File: config.mk
export PLATFORM = sky130hd
export DESIGN_NAME = pnsr_regs
export DESIGN_NICKNAME = d
export VERILOG_FILES = /design/src/pnsr_sync.v /design/src/pnsr_regs.v
export VERILOG_INCLUDE_DIRS = /design/src /design/src/src
export SDC_FILE = /design/constraint.sdc
export NUM_CORES = 1
export LEC_CHECK = 0
export ABC_CLOCK_PERIOD_IN_PS = 4100
export BUFFER_PORTS_ARGS = -buffer_cell sky130_fd_sc_hd__buf_2
export CORE_MARGIN = 4
export CORE_UTILIZATION = 50
export DETAILED_ROUTE_END_ITERATION = 10
export PLACE_DENSITY = 0.78
export SYNTH_ARGS = -nofsm -noshare
export SYNTH_HDL_FRONTEND = slang
export SYNTH_SLANG_ARGS = --single-unit
File: constraint.sdc
create_clock -name i_clk -period 4.1 [get_ports i_clk]
set_input_delay 0.615 -clock i_clk [delete_from_list [all_inputs] [get_ports i_clk]]
set_output_delay 0.615 -clock i_clk [all_outputs]
set_load 0.005 [all_outputs]
File: src/pnsr_consts.vh
// Constants for the next page transmit and PHY summary status register bank.
// Assumes the includer uses register indices; byte address = index * 4.
`ifndef PNSR_CONSTS_VH
`define PNSR_CONSTS_VH

// Register indices (byte address is four times the index)
`define PNSR_IDX_EXPANSION 6'h06
`define PNSR_IDX_NEXT_PAGE 6'h07
`define PNSR_IDX_SUMMARY 6'h10
`define PNSR_IDX_FALSE_CARRIER 6'h14
`define PNSR_IDX_RX_ERROR 6'h15
`define PNSR_IDX_TENBASE 6'h1a
`define PNSR_IDX_IRQ_STATUS 6'h20
`define PNSR_IDX_IRQ_MASK 6'h21

// Next page transmit fields
`define PNSR_NP_COMPLY_ACKNOWLEDGE_BIT 12
`define PNSR_NP_TOGGLE_BIT 11
`define PNSR_NP_CODE_MSB 10
`define PNSR_NP_CODE_RESET 11'h001

// Summary status fields
`define PNSR_SS_RX_ERR_BIT 13
`define PNSR_SS_POLARITY_BIT 12
`define PNSR_SS_FALSE_CAR_BIT 11
`define PNSR_SS_SIG_DET_BIT 10
`define PNSR_SS_DESCR_LOCK_BIT 9
`define PNSR_SS_PAGE_RX_BIT 8

// Other registers' fields
`define PNSR_EXP_PAGE_RX_BIT 1
`define PNSR_TEN_POLARITY_BIT 4

// Interrupt status bit positions
`define PNSR_IRQ_RX_ERR 0
`define PNSR_IRQ_FALSE_CAR 1
`define PNSR_IRQ_PAGE_RX 2
`define PNSR_IRQ_POLARITY 3
`define PNSR_IRQ_SIG_LOST 4
`define PNSR_IRQ_LOCK_LOST 5
`define PNSR_IRQ_WIDTH 6

// Counter saturation value
`define PNSR_CNT_MAX 8'hff

`endif

File: src/pnsr_sync.v
// Two flip-flop synchroniser for a bus of independent levels.
// Assumes each bit is a slow level; multi-bit coherence is not kept.
`default_nettype none

module pnsr_sync #(
    parameter WIDTH = 2
) (
    // Clock and reset
    input wire i_clk,
    input wire i_nrst,
    // Asynchronous levels in, synchronised levels out
    input wire [WIDTH-1:0] i_async,
    output reg [WIDTH-1:0] o_sync
);

    // First stage, read only by the second stage
    reg [WIDTH-1:0] meta;

    // Two stages to settle metastability
    always @(posedge i_clk)
    begin
        if (!i_nrst)
        begin
            meta <= {WIDTH{1'b0}};
            o_sync <= {WIDTH{1'b0}};
        end
        else
        begin
            meta <= i_async;
            o_sync <= meta;
        end
    end

endmodule

`default_nettype wire

File: src/pnsr_regs.v
// Next page transmit and PHY summary status register bank, Avalon-MM slave.
// Assumes event inputs are one-cycle pulses on i_clk; PMD levels are async.
`include "pnsr_consts.vh"
`default_nettype none

module pnsr_regs #(
    parameter CNT_WIDTH = 8
) (
    // Clock and reset
    input wire i_clk,
    input wire i_nrst,
    // Avalon-MM slave
    input wire [7:0] i_avs_address,
    input wire i_avs_read,
    input wire i_avs_write,
    input wire [31:0] i_avs_writedata,
    input wire [3:0] i_avs_byteenable,
    output reg [31:0] o_avs_readdata,
    output wire o_avs_waitrequest,
    // Events from receive and arbitration logic, same clock
    input wire i_rx_error,
    input wire i_false_carrier,
    input wire i_page_received,
    input wire i_lcw_exchanged,
    input wire i_lcw_toggle,
    input wire i_message_page_flag,
    // Asynchronous levels from the PMD and 10BASE-T receiver
    input wire i_signal_detect,
    input wire i_descrambler_lock,
    input wire i_polarity_inverted,
    // Next page transmit fields towards arbitration
    output reg o_comply_acknowledge,
    output reg o_tx_toggle,
    output reg [10:0] o_code_field,
    output wire o_code_is_message,
    // Interrupt
    output wire o_irq
);

    // Bus handshake state
    reg ack;
    wire req;
    wire first;
    wire [5:0] idx;

    // Latched status
    reg rx_err_latch;
    reg false_car_latch;
    reg page_rx_latch;
    reg polarity_latch;
    reg sig_dropped;
    reg lock_dropped;

    // Counters, saturating
    reg [CNT_WIDTH-1:0] rx_err_count;
    reg [CNT_WIDTH-1:0] false_car_count;

    // Interrupt registers
    reg [`PNSR_IRQ_WIDTH-1:0] irq_status;
    reg [`PNSR_IRQ_WIDTH-1:0] irq_mask;
    reg [`PNSR_IRQ_WIDTH-1:0] next_irq_status;

    // Synchronised PMD levels
    wire [2:0] pmd_sync;
    wire sig_live;
    wire lock_live;
    wire pol_live;
    reg sig_live_d;
    reg lock_live_d;

    // Decoded read and write strobes
    wire rd_first;
    wire wr_take;
    wire rd_summary;
    wire rd_expansion;
    wire rd_rx_err;
    wire rd_false_car;
    wire rd_tenbase;

    // Read word assembly
    reg [31:0] next_rdata;
    wire [15:0] summary_word;
    wire [15:0] next_page_word;

    // Saturating increment shared by both counters
    function [CNT_WIDTH-1:0] sat_inc;
        input [CNT_WIDTH-1:0] value;
        begin
            if (value == {CNT_WIDTH{1'b1}})
                sat_inc = value;
            else
                sat_inc = value + {{(CNT_WIDTH-1){1'b0}}, 1'b1};
        end
    endfunction

    // Level inputs cross into this domain before any use
    pnsr_sync #(
        .WIDTH(3)
    ) u_sync (
        .i_clk(i_clk),
        .i_nrst(i_nrst),
        .i_async({i_polarity_inverted, i_descrambler_lock, i_signal_detect}),
        .o_sync(pmd_sync)
    );

    assign sig_live = pmd_sync[0];
    assign lock_live = pmd_sync[1];
    assign pol_live = pmd_sync[2];

    // One wait state: the first cycle of a request stalls
    assign req = i_avs_read | i_avs_write;
    assign first = req & ~ack;
    assign o_avs_waitrequest = first;
    assign idx = i_avs_address[7:2];

    // Reads sample and clear in the first cycle so no event slips
    // between the snapshot and the clear; data stands a cycle later.
    assign rd_first = i_avs_read & ~ack;
    assign wr_take = i_avs_write & ack;

    assign rd_summary = rd_first & (idx == `PNSR_IDX_SUMMARY);
    assign rd_expansion = rd_first & (idx == `PNSR_IDX_EXPANSION);
    assign rd_rx_err = rd_first & (idx == `PNSR_IDX_RX_ERROR);
    assign rd_false_car = rd_first & (idx == `PNSR_IDX_FALSE_CARRIER);
    assign rd_tenbase = rd_first & (idx == `PNSR_IDX_TENBASE);

    // Handshake flop: high in the accepting cycle only
    always @(posedge i_clk)
    begin
        if (!i_nrst)
            ack <= 1'b0;
        else
            ack <= first;
    end

    // Next page transmit, software-written fields
    always @(posedge i_clk)
    begin
        if (!i_nrst)
        begin
            o_comply_acknowledge <= 1'b0;
            o_code_field <= `PNSR_NP_CODE_RESET;
        end
        else if (wr_take && idx == `PNSR_IDX_NEXT_PAGE)
        begin
            // Byte lane 1 carries comply_acknowledge; code spans both lanes
            if (i_avs_byteenable[1])
                o_comply_acknowledge <= i_avs_writedata[`PNSR_NP_COMPLY_ACKNOWLEDGE_BIT];
            if (i_avs_byteenable[0])
                o_code_field[7:0] <= i_avs_writedata[7:0];
            if (i_avs_byteenable[1])
                o_code_field[10:8] <= i_avs_writedata[10:8];
        end
    end

    // Toggle follows arbitration only, software cannot write it
    always @(posedge i_clk)
    begin
        if (!i_nrst)
            o_tx_toggle <= 1'b0;
        else if (i_lcw_exchanged)
            o_tx_toggle <= ~i_lcw_toggle;
    end

    // Message page indication for the arbitration side, a copy of i_message_page_flag
    assign o_code_is_message = i_message_page_flag;

    // High latches; set beats a same-cycle clearing read
    always @(posedge i_clk)
    begin
        if (!i_nrst)
        begin
            rx_err_latch <= 1'b0;
            false_car_latch <= 1'b0;
            page_rx_latch <= 1'b0;
            polarity_latch <= 1'b0;
        end
        else
        begin
            if (i_rx_error)
                rx_err_latch <= 1'b1;
            else if (rd_rx_err)
                rx_err_latch <= 1'b0;
            if (i_false_carrier)
                false_car_latch <= 1'b1;
            else if (rd_false_car)
                false_car_latch <= 1'b0;
            // Summary reads do not clear this flag
            if (i_page_received)
                page_rx_latch <= 1'b1;
            else if (rd_expansion)
                page_rx_latch <= 1'b0;
            // Only the 10BASE-T status read clears polarity
            if (pol_live)
                polarity_latch <= 1'b1;
            else if (rd_tenbase)
                polarity_latch <= 1'b0;
        end
    end

    // Latch-low: a drop is remembered until the summary is read.
    // Reset starts dropped so both bits read zero until first read.
    always @(posedge i_clk)
    begin
        if (!i_nrst)
        begin
            sig_dropped <= 1'b1;
            lock_dropped <= 1'b1;
            sig_live_d <= 1'b0;
            lock_live_d <= 1'b0;
        end
        else
        begin
            // Delayed copies feed the drop interrupts
            sig_live_d <= sig_live;
            lock_live_d <= lock_live;
            if (!sig_live)
                sig_dropped <= 1'b1;
            else if (rd_summary)
                sig_dropped <= 1'b0;
            if (!lock_live)
                lock_dropped <= 1'b1;
            else if (rd_summary)
                lock_dropped <= 1'b0;
        end
    end

    // Event counters, stick at full, clear on read or take a write
    always @(posedge i_clk)
    begin
        if (!i_nrst)
        begin
            rx_err_count <= {CNT_WIDTH{1'b0}};
            false_car_count <= {CNT_WIDTH{1'b0}};
        end
        else
        begin
            // An event in the clearing cycle is kept as a count of one
            if (rd_rx_err)
                rx_err_count <= {{(CNT_WIDTH-1){1'b0}}, i_rx_error};
            else if (wr_take && idx == `PNSR_IDX_RX_ERROR && i_avs_byteenable[0])
                rx_err_count <= i_avs_writedata[CNT_WIDTH-1:0];
            else if (i_rx_error)
                rx_err_count <= sat_inc(rx_err_count);
            if (rd_false_car)
                false_car_count <= {{(CNT_WIDTH-1){1'b0}}, i_false_carrier};
            else if (wr_take && idx == `PNSR_IDX_FALSE_CARRIER && i_avs_byteenable[0])
                false_car_count <= i_avs_writedata[CNT_WIDTH-1:0];
            else if (i_false_carrier)
                false_car_count <= sat_inc(false_car_count);
        end
    end

    // Summary word; reserved top bits are constant zero
    assign summary_word = {
        2'b00,
        rx_err_latch,
        polarity_latch,
        false_car_latch,
        sig_live & ~sig_dropped,
        lock_live & ~lock_dropped,
        page_rx_latch,
        8'h00
    };

    // Next page word; top bits belong to other logic and read zero
    assign next_page_word = {3'b000, o_comply_acknowledge, o_tx_toggle, o_code_field};

    // Read mux; unmapped indices answer zero
    always @*
    begin
        next_rdata = 32'h0000_0000;
        case (idx)
            `PNSR_IDX_NEXT_PAGE:
                next_rdata[15:0] = next_page_word;
            `PNSR_IDX_SUMMARY:
                next_rdata[15:0] = summary_word;
            `PNSR_IDX_EXPANSION:
                next_rdata[`PNSR_EXP_PAGE_RX_BIT] = page_rx_latch;
            `PNSR_IDX_TENBASE:
                next_rdata[`PNSR_TEN_POLARITY_BIT] = polarity_latch;
            `PNSR_IDX_RX_ERROR:
                next_rdata[CNT_WIDTH-1:0] = rx_err_count;
            `PNSR_IDX_FALSE_CARRIER:
                next_rdata[CNT_WIDTH-1:0] = false_car_count;
            `PNSR_IDX_IRQ_STATUS:
                next_rdata[`PNSR_IRQ_WIDTH-1:0] = irq_status;
            `PNSR_IDX_IRQ_MASK:
                next_rdata[`PNSR_IRQ_WIDTH-1:0] = irq_mask;
            default:
                next_rdata = 32'h0000_0000;
        endcase
    end

    // Snapshot on the stalled cycle, held through the accept edge
    always @(posedge i_clk)
    begin
        if (!i_nrst)
            o_avs_readdata <= 32'h0000_0000;
        else if (rd_first)
            o_avs_readdata <= next_rdata;
    end

    // Interrupt status: write one to clear, a new event wins
    always @*
    begin
        next_irq_status = irq_status;
        if (wr_take && idx == `PNSR_IDX_IRQ_STATUS && i_avs_byteenable[0])
            next_irq_status = irq_status & ~i_avs_writedata[`PNSR_IRQ_WIDTH-1:0];
        if (i_rx_error)
            next_irq_status[`PNSR_IRQ_RX_ERR] = 1'b1;
        if (i_false_carrier)
            next_irq_status[`PNSR_IRQ_FALSE_CAR] = 1'b1;
        if (i_page_received)
            next_irq_status[`PNSR_IRQ_PAGE_RX] = 1'b1;
        if (pol_live)
            next_irq_status[`PNSR_IRQ_POLARITY] = 1'b1;
        if (sig_live_d && !sig_live)
            next_irq_status[`PNSR_IRQ_SIG_LOST] = 1'b1;
        if (lock_live_d && !lock_live)
            next_irq_status[`PNSR_IRQ_LOCK_LOST] = 1'b1;
    end

    // Interrupt status and mask registers
    always @(posedge i_clk)
    begin
        if (!i_nrst)
        begin
            irq_status <= {`PNSR_IRQ_WIDTH{1'b0}};
            irq_mask <= {`PNSR_IRQ_WIDTH{1'b0}};
        end
        else
        begin
            irq_status <= next_irq_status;
            if (wr_take && idx == `PNSR_IDX_IRQ_MASK && i_avs_byteenable[0])
                irq_mask <= i_avs_writedata[`PNSR_IRQ_WIDTH-1:0];
        end
    end

    // Level interrupt while any unmasked status bit is set
    assign o_irq = |(irq_status & irq_mask);

endmodule

`default_nettype wire

==> flow_metrics.env, run 1 <==
export IMPL_ys_async_sr_fraction=0
export IMPL_routed_wl_mm=8.99
export IMPL_cp_cell_sequence="buf_2 > nand4bb_1 > nor4_1 > nor3_1 > nor4_1"
export IMPL_n_antenna_cell=0
export IMPL_min_period_ns=2.04
export IMPL_grt_usage=0.220
export IMPL_setup_ws_ns=2.06
export IMPL_wl_per_cell_um=16.2
export IMPL_fmax_mhz=489
export IMPL_p_per_area_nw_per_um2=367
export IMPL_utilization=0.584
export IMPL_r2r_start="ack$_SDFF_PN0_"
export IMPL_hold_viol=0
export IMPL_worst_r2r_path_depth=4
export IMPL_antenna_found_initial=0
export IMPL_slew_limit_headroom=0.300
export IMPL_finalSetupViolCount=0
export IMPL_rows=30
export IMPL_pre_cts_ws_ns=1.73
export IMPL_hold_end="u_sync.o_sync[1]$_SDFF_PN0_"
export IMPL_seq_area_frac_synth=0.400
export IMPL_clk_pin_slew_ns=0.08
export IMPL_worst_pin_slew_ns=1.05
export IMPL_stdcell_area_um2=3970
export IMPL_drive_gt1_frac=0.209
export IMPL_synthTopCellsByArea="dfxtp_1 (40%), nand2_1 (6.2%), buf_4 (4.7%), a21oi_1 (3.7%), nor2b_1 (3.2%)"
export IMPL_firstDrtPassIters=6
export IMPL_cp_end_kind="flop"
export IMPL_nNetsFinal=513
export IMPL_synth_edff_count=0
export IMPL_coreArea_um2=6790
export IMPL_synthCells=403
export IMPL_cp_start_kind="primary input"
export IMPL_overflow=0
export IMPL_worstPathRequired_ns=4.35
export IMPL_rsz0062_at_grt="false"
export IMPL_numPortBuffers=60
export IMPL_ios=105
export IMPL_num_vias=3214
export IMPL_clockRootBuffer="clkbuf_8"
export IMPL_yosysWarnings=0
export IMPL_path_max_fanout=7
export IMPL_ys_flop_type="dfxtp_1"
export IMPL_setup_tns_final_ns=0
export IMPL_via_per_inst=5.79
export IMPL_initial_core_util=0.515
export IMPL_power_leakage_nw=1.60
export IMPL_grt_max_degree=37
export IMPL_htreeDepth=3
export IMPL_yosys_area_top_type_share=0.400
export IMPL_routabilityCongestion=0.965
export IMPL_worst_setup_path_type="primary input to flop"
export IMPL_r2r_slack_ns=2.12
export IMPL_syn_avg_cell_area_um2=8.69
export IMPL_ys_top_cells_by_count="dfxtp_1 (70), nand2_1 (58), a21oi_1 (26)"
export IMPL_slowest_delay_ns=0.79
export IMPL_die_h_um=91.7
export IMPL_hp_class="flop to flop"
export IMPL_drtIter0Drc=263
export IMPL_synth_area_um2=3500
export IMPL_cp_slowest_cell="nor4_1"
export IMPL_numCtsBuffers=9
export IMPL_die_width_um=91.7
export IMPL_ys_ff_latch=70
export IMPL_cp_num_buf_inv=1
export IMPL_synthToLayoutAreaGrowth_pct=13.4
export IMPL_grt_pass1_wl_mm=14.7
export IMPL_die_area_um2=8400
export IMPL_r2r_end="false_car_count[7]$_SDFFE_PP0P_"
export IMPL_arrival_ns=2.30
export IMPL_path_depth=5
export IMPL_dpl_cell_area_um2=3750
export IMPL_yosys_area_top_type="dfxtp_1"
export IMPL_dpl_hpwl_mm=6.53
export IMPL_cts_num_sinks=70
export IMPL_synth_most_common_cell="dfxtp_1"
export IMPL_cts_tree="yes"
export IMPL_cap_violations=0
export IMPL_clkLatencyLatePin_ns=0.35
export IMPL_ir_drop_uv=286
export IMPL_drc_errors=0
export IMPL_status="completed"
export IMPL_worst_clock_skew_ns=0.00573
export IMPL_path_common_cell="nor4_1"
export IMPL_synth_cell_types=61
export IMPL_grt_pass1_vias=2944
export IMPL_cts_buffer_depth=2
export IMPL_holdPathStages=1
export IMPL_slew_violations=0
export IMPL_cts_resized=0
export IMPL_period_share=0.498
export IMPL_cts_hold_buf=0
export IMPL_min_delay_start="u_sync.meta[1]$_SDFF_PN0_"
export IMPL_crit_family="simple AND/OR/NAND/NOR gates"
export IMPL_ant_nets=0
export IMPL_post_cts_buffers=0
state kept, by name (all words and copies together), names as in the netlist, 3 cells and up:
register / flops
o_code_field: 11
u_sync.o_sync: 3
false_car_count: 8
u_sync.meta: 3
rx_err_count: 8
irq_mask: 6
o_avs_readdata: 14
irq_status: 6
through the flow:
step                      power [mW]  cells  hold slack (ns)
after floorplan                0.814    420            0.412
after global placement         0.846    539            0.414
after detailed placement       0.849    539            0.417
after CTS                       1.46    555            0.436
after global routing            1.52    555            0.463
final                           1.46    555            0.436
worst max path at each step:
stage / startpoint / end / slack [ns]
2_1_floorplan: i_avs_address[3] / rx_err_count[6]$_SDFFE_PP0P_ / 2.20
3_3_place_gp: i_avs_address[3] / o_code_field[9]$_SDFFE_PN0P_ / 1.78
3_5_place_dp: i_avs_address[3] / o_code_field[9]$_SDFFE_PN0P_ / 1.73
4_1_cts: i_avs_address[3] / o_code_field[9]$_SDFFE_PN0P_ / 2.09
5_1_grt: i_avs_address[3] / o_code_field[10]$_SDFFE_PN0P_ / 1.90
6_report: i_avs_address[5] / false_car_count[7]$_SDFFE_PP0P_ / 2.06
power by group:
part / switching, mW / internal [mW] / leakage [nW] / total [mW]
logic: 0.0727 / 0.0471 / 0.920 / 0.120
clock network: 0.277 / 0.344 / 0.106 / 0.622
registers: 0.0175 / 0.699 / 0.570 / 0.717
total: 0.367 / 1.09 / 1.60 / 1.46
cells by family (layout without fill, tap and decap cells):
family	Yosys count	count (layout)	synth area share
buffers and inverters	42	81	0.0751
DFF	70	70	0.400
and+or+nand+nor	164	164	0.265
xor gates and xnor gates	7	7	0.0175
other	1	18	0.00107
adders and majority gates	2	2	0.00715
muxes	13	13	0.0379
AOI/OAI and AO/OA	104	104	0.196
cell type report:
type                       count  area [µm²]
timing repair buffer          62         315
fill                         617        2820
multi-input combinational    308        1900
inverter                       3        11.3
sequential                    70        1400
clock buffer                   9         124
clock inverter                 7        97.6
tap                           96         120
cell usage in the layout (no fill, tap or decap), types with 7 or more instances in the layout:
cell type  Yosys  routed
xnor2_1        7       7
nand3_1       17      17
buf_2          6      60
and2_1        13      13
a22oi_1       11      11
clkbuf_8       0       9
dfxtp_1       70      70
a21boi_1       9       9
nor2b_1       18      18
mux2i_1       11      11
nand2_1       58      58
conb_1         1      18
o21ai_0       20      20
nor2_1        13      13
nand4_1        8       8
a21boi_0       7       7
a21oi_1       26      26
layer usage:
metal	track usage	share of wire	vias up
li1	-	-	1518
met5	0	0	-
met2	0.332	0.45	164
met1	0.289	0.42	1493
met3	0.0615	0.097	39
met4	0.104	0.035	0
Power figures use the tool's default switching activity.
==> run 2: changes to the inputs <==
- ABC_CLOCK_PERIOD_IN_PS: 4100 -> 1700
- CORE_UTILIZATION: 50 -> 47
- PLACE_DENSITY: 0.78 -> 0.77
- clock period: 4.1 -> 1.7 ns (I/O delays scaled with it)
==> run 2 against run 1 <==
Effect of this change: clock skew is 0.0030 ns higher; cell count grew 6.3%; critical path depth up 1; register-to-register slack got worse by 1.9 ns; wire length grew 3.6%; non-clock buffer count is 32 higher; setup slack worse by 1.9 ns; sequential power rose by 140%; design area is 5.8% higher; flip-flop and latch count did not move; via count increased by 1.9%; combinational power grew to 2.8 times the previous value; largest cell class unchanged; largest power group unchanged.
==> flow_metrics.env, run 2 (synthesis gave the netlist of run 1 again) <==
export IMPL_routed_wl_mm=9.31
export IMPL_nNetsFinal=545
export IMPL_largest_reg_flops=14
export IMPL_numCtsBuffers=9
export IMPL_timing_hold_ws_ns=0.0994
export IMPL_n_fill_cell=664
export IMPL_multi_input_area_um2=1910
export IMPL_die_area_um2=8890
export IMPL_cp_startpoint="rx_err_count[1]$_SDFFE_PP0P_"
export IMPL_path_max_fanout=7
export IMPL_min_delay_start="i_descrambler_lock"
export IMPL_grt_pass1_vias=3090
export IMPL_arrival_ns=1.80
export IMPL_n_antenna_cell=0
export IMPL_htreeDepth=3
export IMPL_drtIter0Drc=286
export IMPL_cts_num_sinks=70
export IMPL_antenna_found_initial=0
export IMPL_slew_violations=0
export IMPL_routabilityCongestion=0.922
export IMPL_synthToLayoutAreaGrowth_pct=19.9
export IMPL_status="completed"
export IMPL_power_leakage_nw=1.75
export IMPL_cap_violations=0
export IMPL_cp_start_kind="flop"
export IMPL_firstDrtPassIters=5
export IMPL_cts_tree="yes"
export IMPL_min_period_ns=1.52
export IMPL_cts_buffer_depth=2
export IMPL_num_vias=3274
export IMPL_die_h_um=94.3
export IMPL_clkLatencyLatePin_ns=0.35
export IMPL_cp_end_kind="flop"
export IMPL_worst_clock_skew_ns=0.00872
export IMPL_grt_busiest_layer="met2"
export IMPL_coreArea_um2=7250
export IMPL_dpl_hpwl_mm=7.12
export IMPL_worstPathRequired_ns=1.97
export IMPL_die_width_um=94.3
export IMPL_drc_errors=0
export IMPL_p_per_area_nw_per_um2=807
export IMPL_final_cell_mix="dfxtp_1 (69), buf_2 (60), nand2_1 (58)"
export IMPL_rsz0062_at_grt="false"
export IMPL_cts_hold_buf=0
export IMPL_wl_per_cell_um=15.8
export IMPL_grt_usage=0.220
export IMPL_register_area_um2=1400
export IMPL_overflow=0
export IMPL_via_per_inst=5.55
export IMPL_global_route_usage_met2=0.360
export IMPL_fmax_mhz=656
export IMPL_ir_drop_uv=431
export IMPL_reg_top3="o_avs_readdata (14), o_code_field (11)"
export IMPL_rows=31
export IMPL_grt_use_met3=0.0601
export IMPL_hp_class="primary input to flop"
export IMPL_initial_core_util=0.483
export IMPL_finalSetupViolCount=0
export IMPL_grt_max_degree=39
export IMPL_worst_setup_path_type="flop to flop"
export IMPL_period_share=0.897
export IMPL_grt_pass1_wl_mm=15.2
export IMPL_final_common_cell="dfxtp_1"
export IMPL_ios=105
export IMPL_r2r_start="rx_err_count[1]$_SDFFE_PP0P_"
export IMPL_clk_pin_slew_ns=0.09
export IMPL_numPortBuffers=60
export IMPL_utilization=0.579
export IMPL_ant_nets=0
export IMPL_grt_util_met1=0.280
export IMPL_top_register="o_avs_readdata"
export IMPL_drive_gt1_frac=0.267
export IMPL_hold_viol=0
export IMPL_clockRootBuffer="clkbuf_8"
## run 2: worst paths after layout
path / to / slack (ns) / cells after the start
setup / recovery: rx_err_count[4]$_SDFFE_PP0P_ / 0.18 / 6
hold / removal: u_sync.meta[1]$_SDFF_PN0_ / 0.1 / 2
hold reg to reg: u_sync.o_sync[2]$_SDFF_PN0_ / 0.44 / 1
setup reg to reg: rx_err_count[4]$_SDFFE_PP0P_ / 0.18 / 6
## run 2: where the power goes
part / total (mW) / switching, mW / internal (mW)
registers: 1.72 / 0.0373 / 1.69
clock network: 1.33 / 0.746 / 0.580
logic: 0.337 / 0.190 / 0.147
total: 3.39 / 0.974 / 2.41
## run 2: metrics by stage
step                      instance area (µm²)  total power, mW  worst slack (ns)  std cells  setup TNS [ns]
after CTS                                4180             3.41            0.0213        588               0
after global placement                   3980             2.08           -0.0923        572          -0.212
after global routing                     4200             3.54           0.00533        590               0
after floorplan                          3560             1.96             0.161        420               0
after detailed placement                 3980             2.09            -0.146        572          -0.958
final                                    4200             3.39             0.176        590               0
## run 2: what timing repair did
item,CTS,global route
gates resized for setup,0,3
setup buffers,0,2
endpoints found under the setup margin,0,9
## run 2: area by class of cell
cell class | count | share of cell area
multi-input combinational | 308 | 0.454
clock inverter | 7 | 0.0176
inverter | 3 | 0.00268
timing repair buffer | 94 | 0.132
clock buffer | 9 | 0.0295
sequential | 70 | 0.334
tap | 99 | 0.0295
## run 2: layer usage
| layer | routed length (µm) | vias up | share of wire |
|---|---|---|---|
| met1 | 3910 | 1523 | 0.42 |
| met3 | 805 | 13 | 0.086 |
| li1 | - | 1578 | - |
| met5 | 0 | - | 0 |
| met4 | 150 | 0 | 0.016 |
| met2 | 4450 | 160 | 0.48 |
## run 2: worst max-delay path, stage by stage, from the launching register on
cell      delay (ns)
dfxtp_1         0.41
ha_2            0.29
nand3_1         0.10
a31oi_1         0.19
and2_1          0.17
xnor2_1         0.06
a211oi_1        0.22
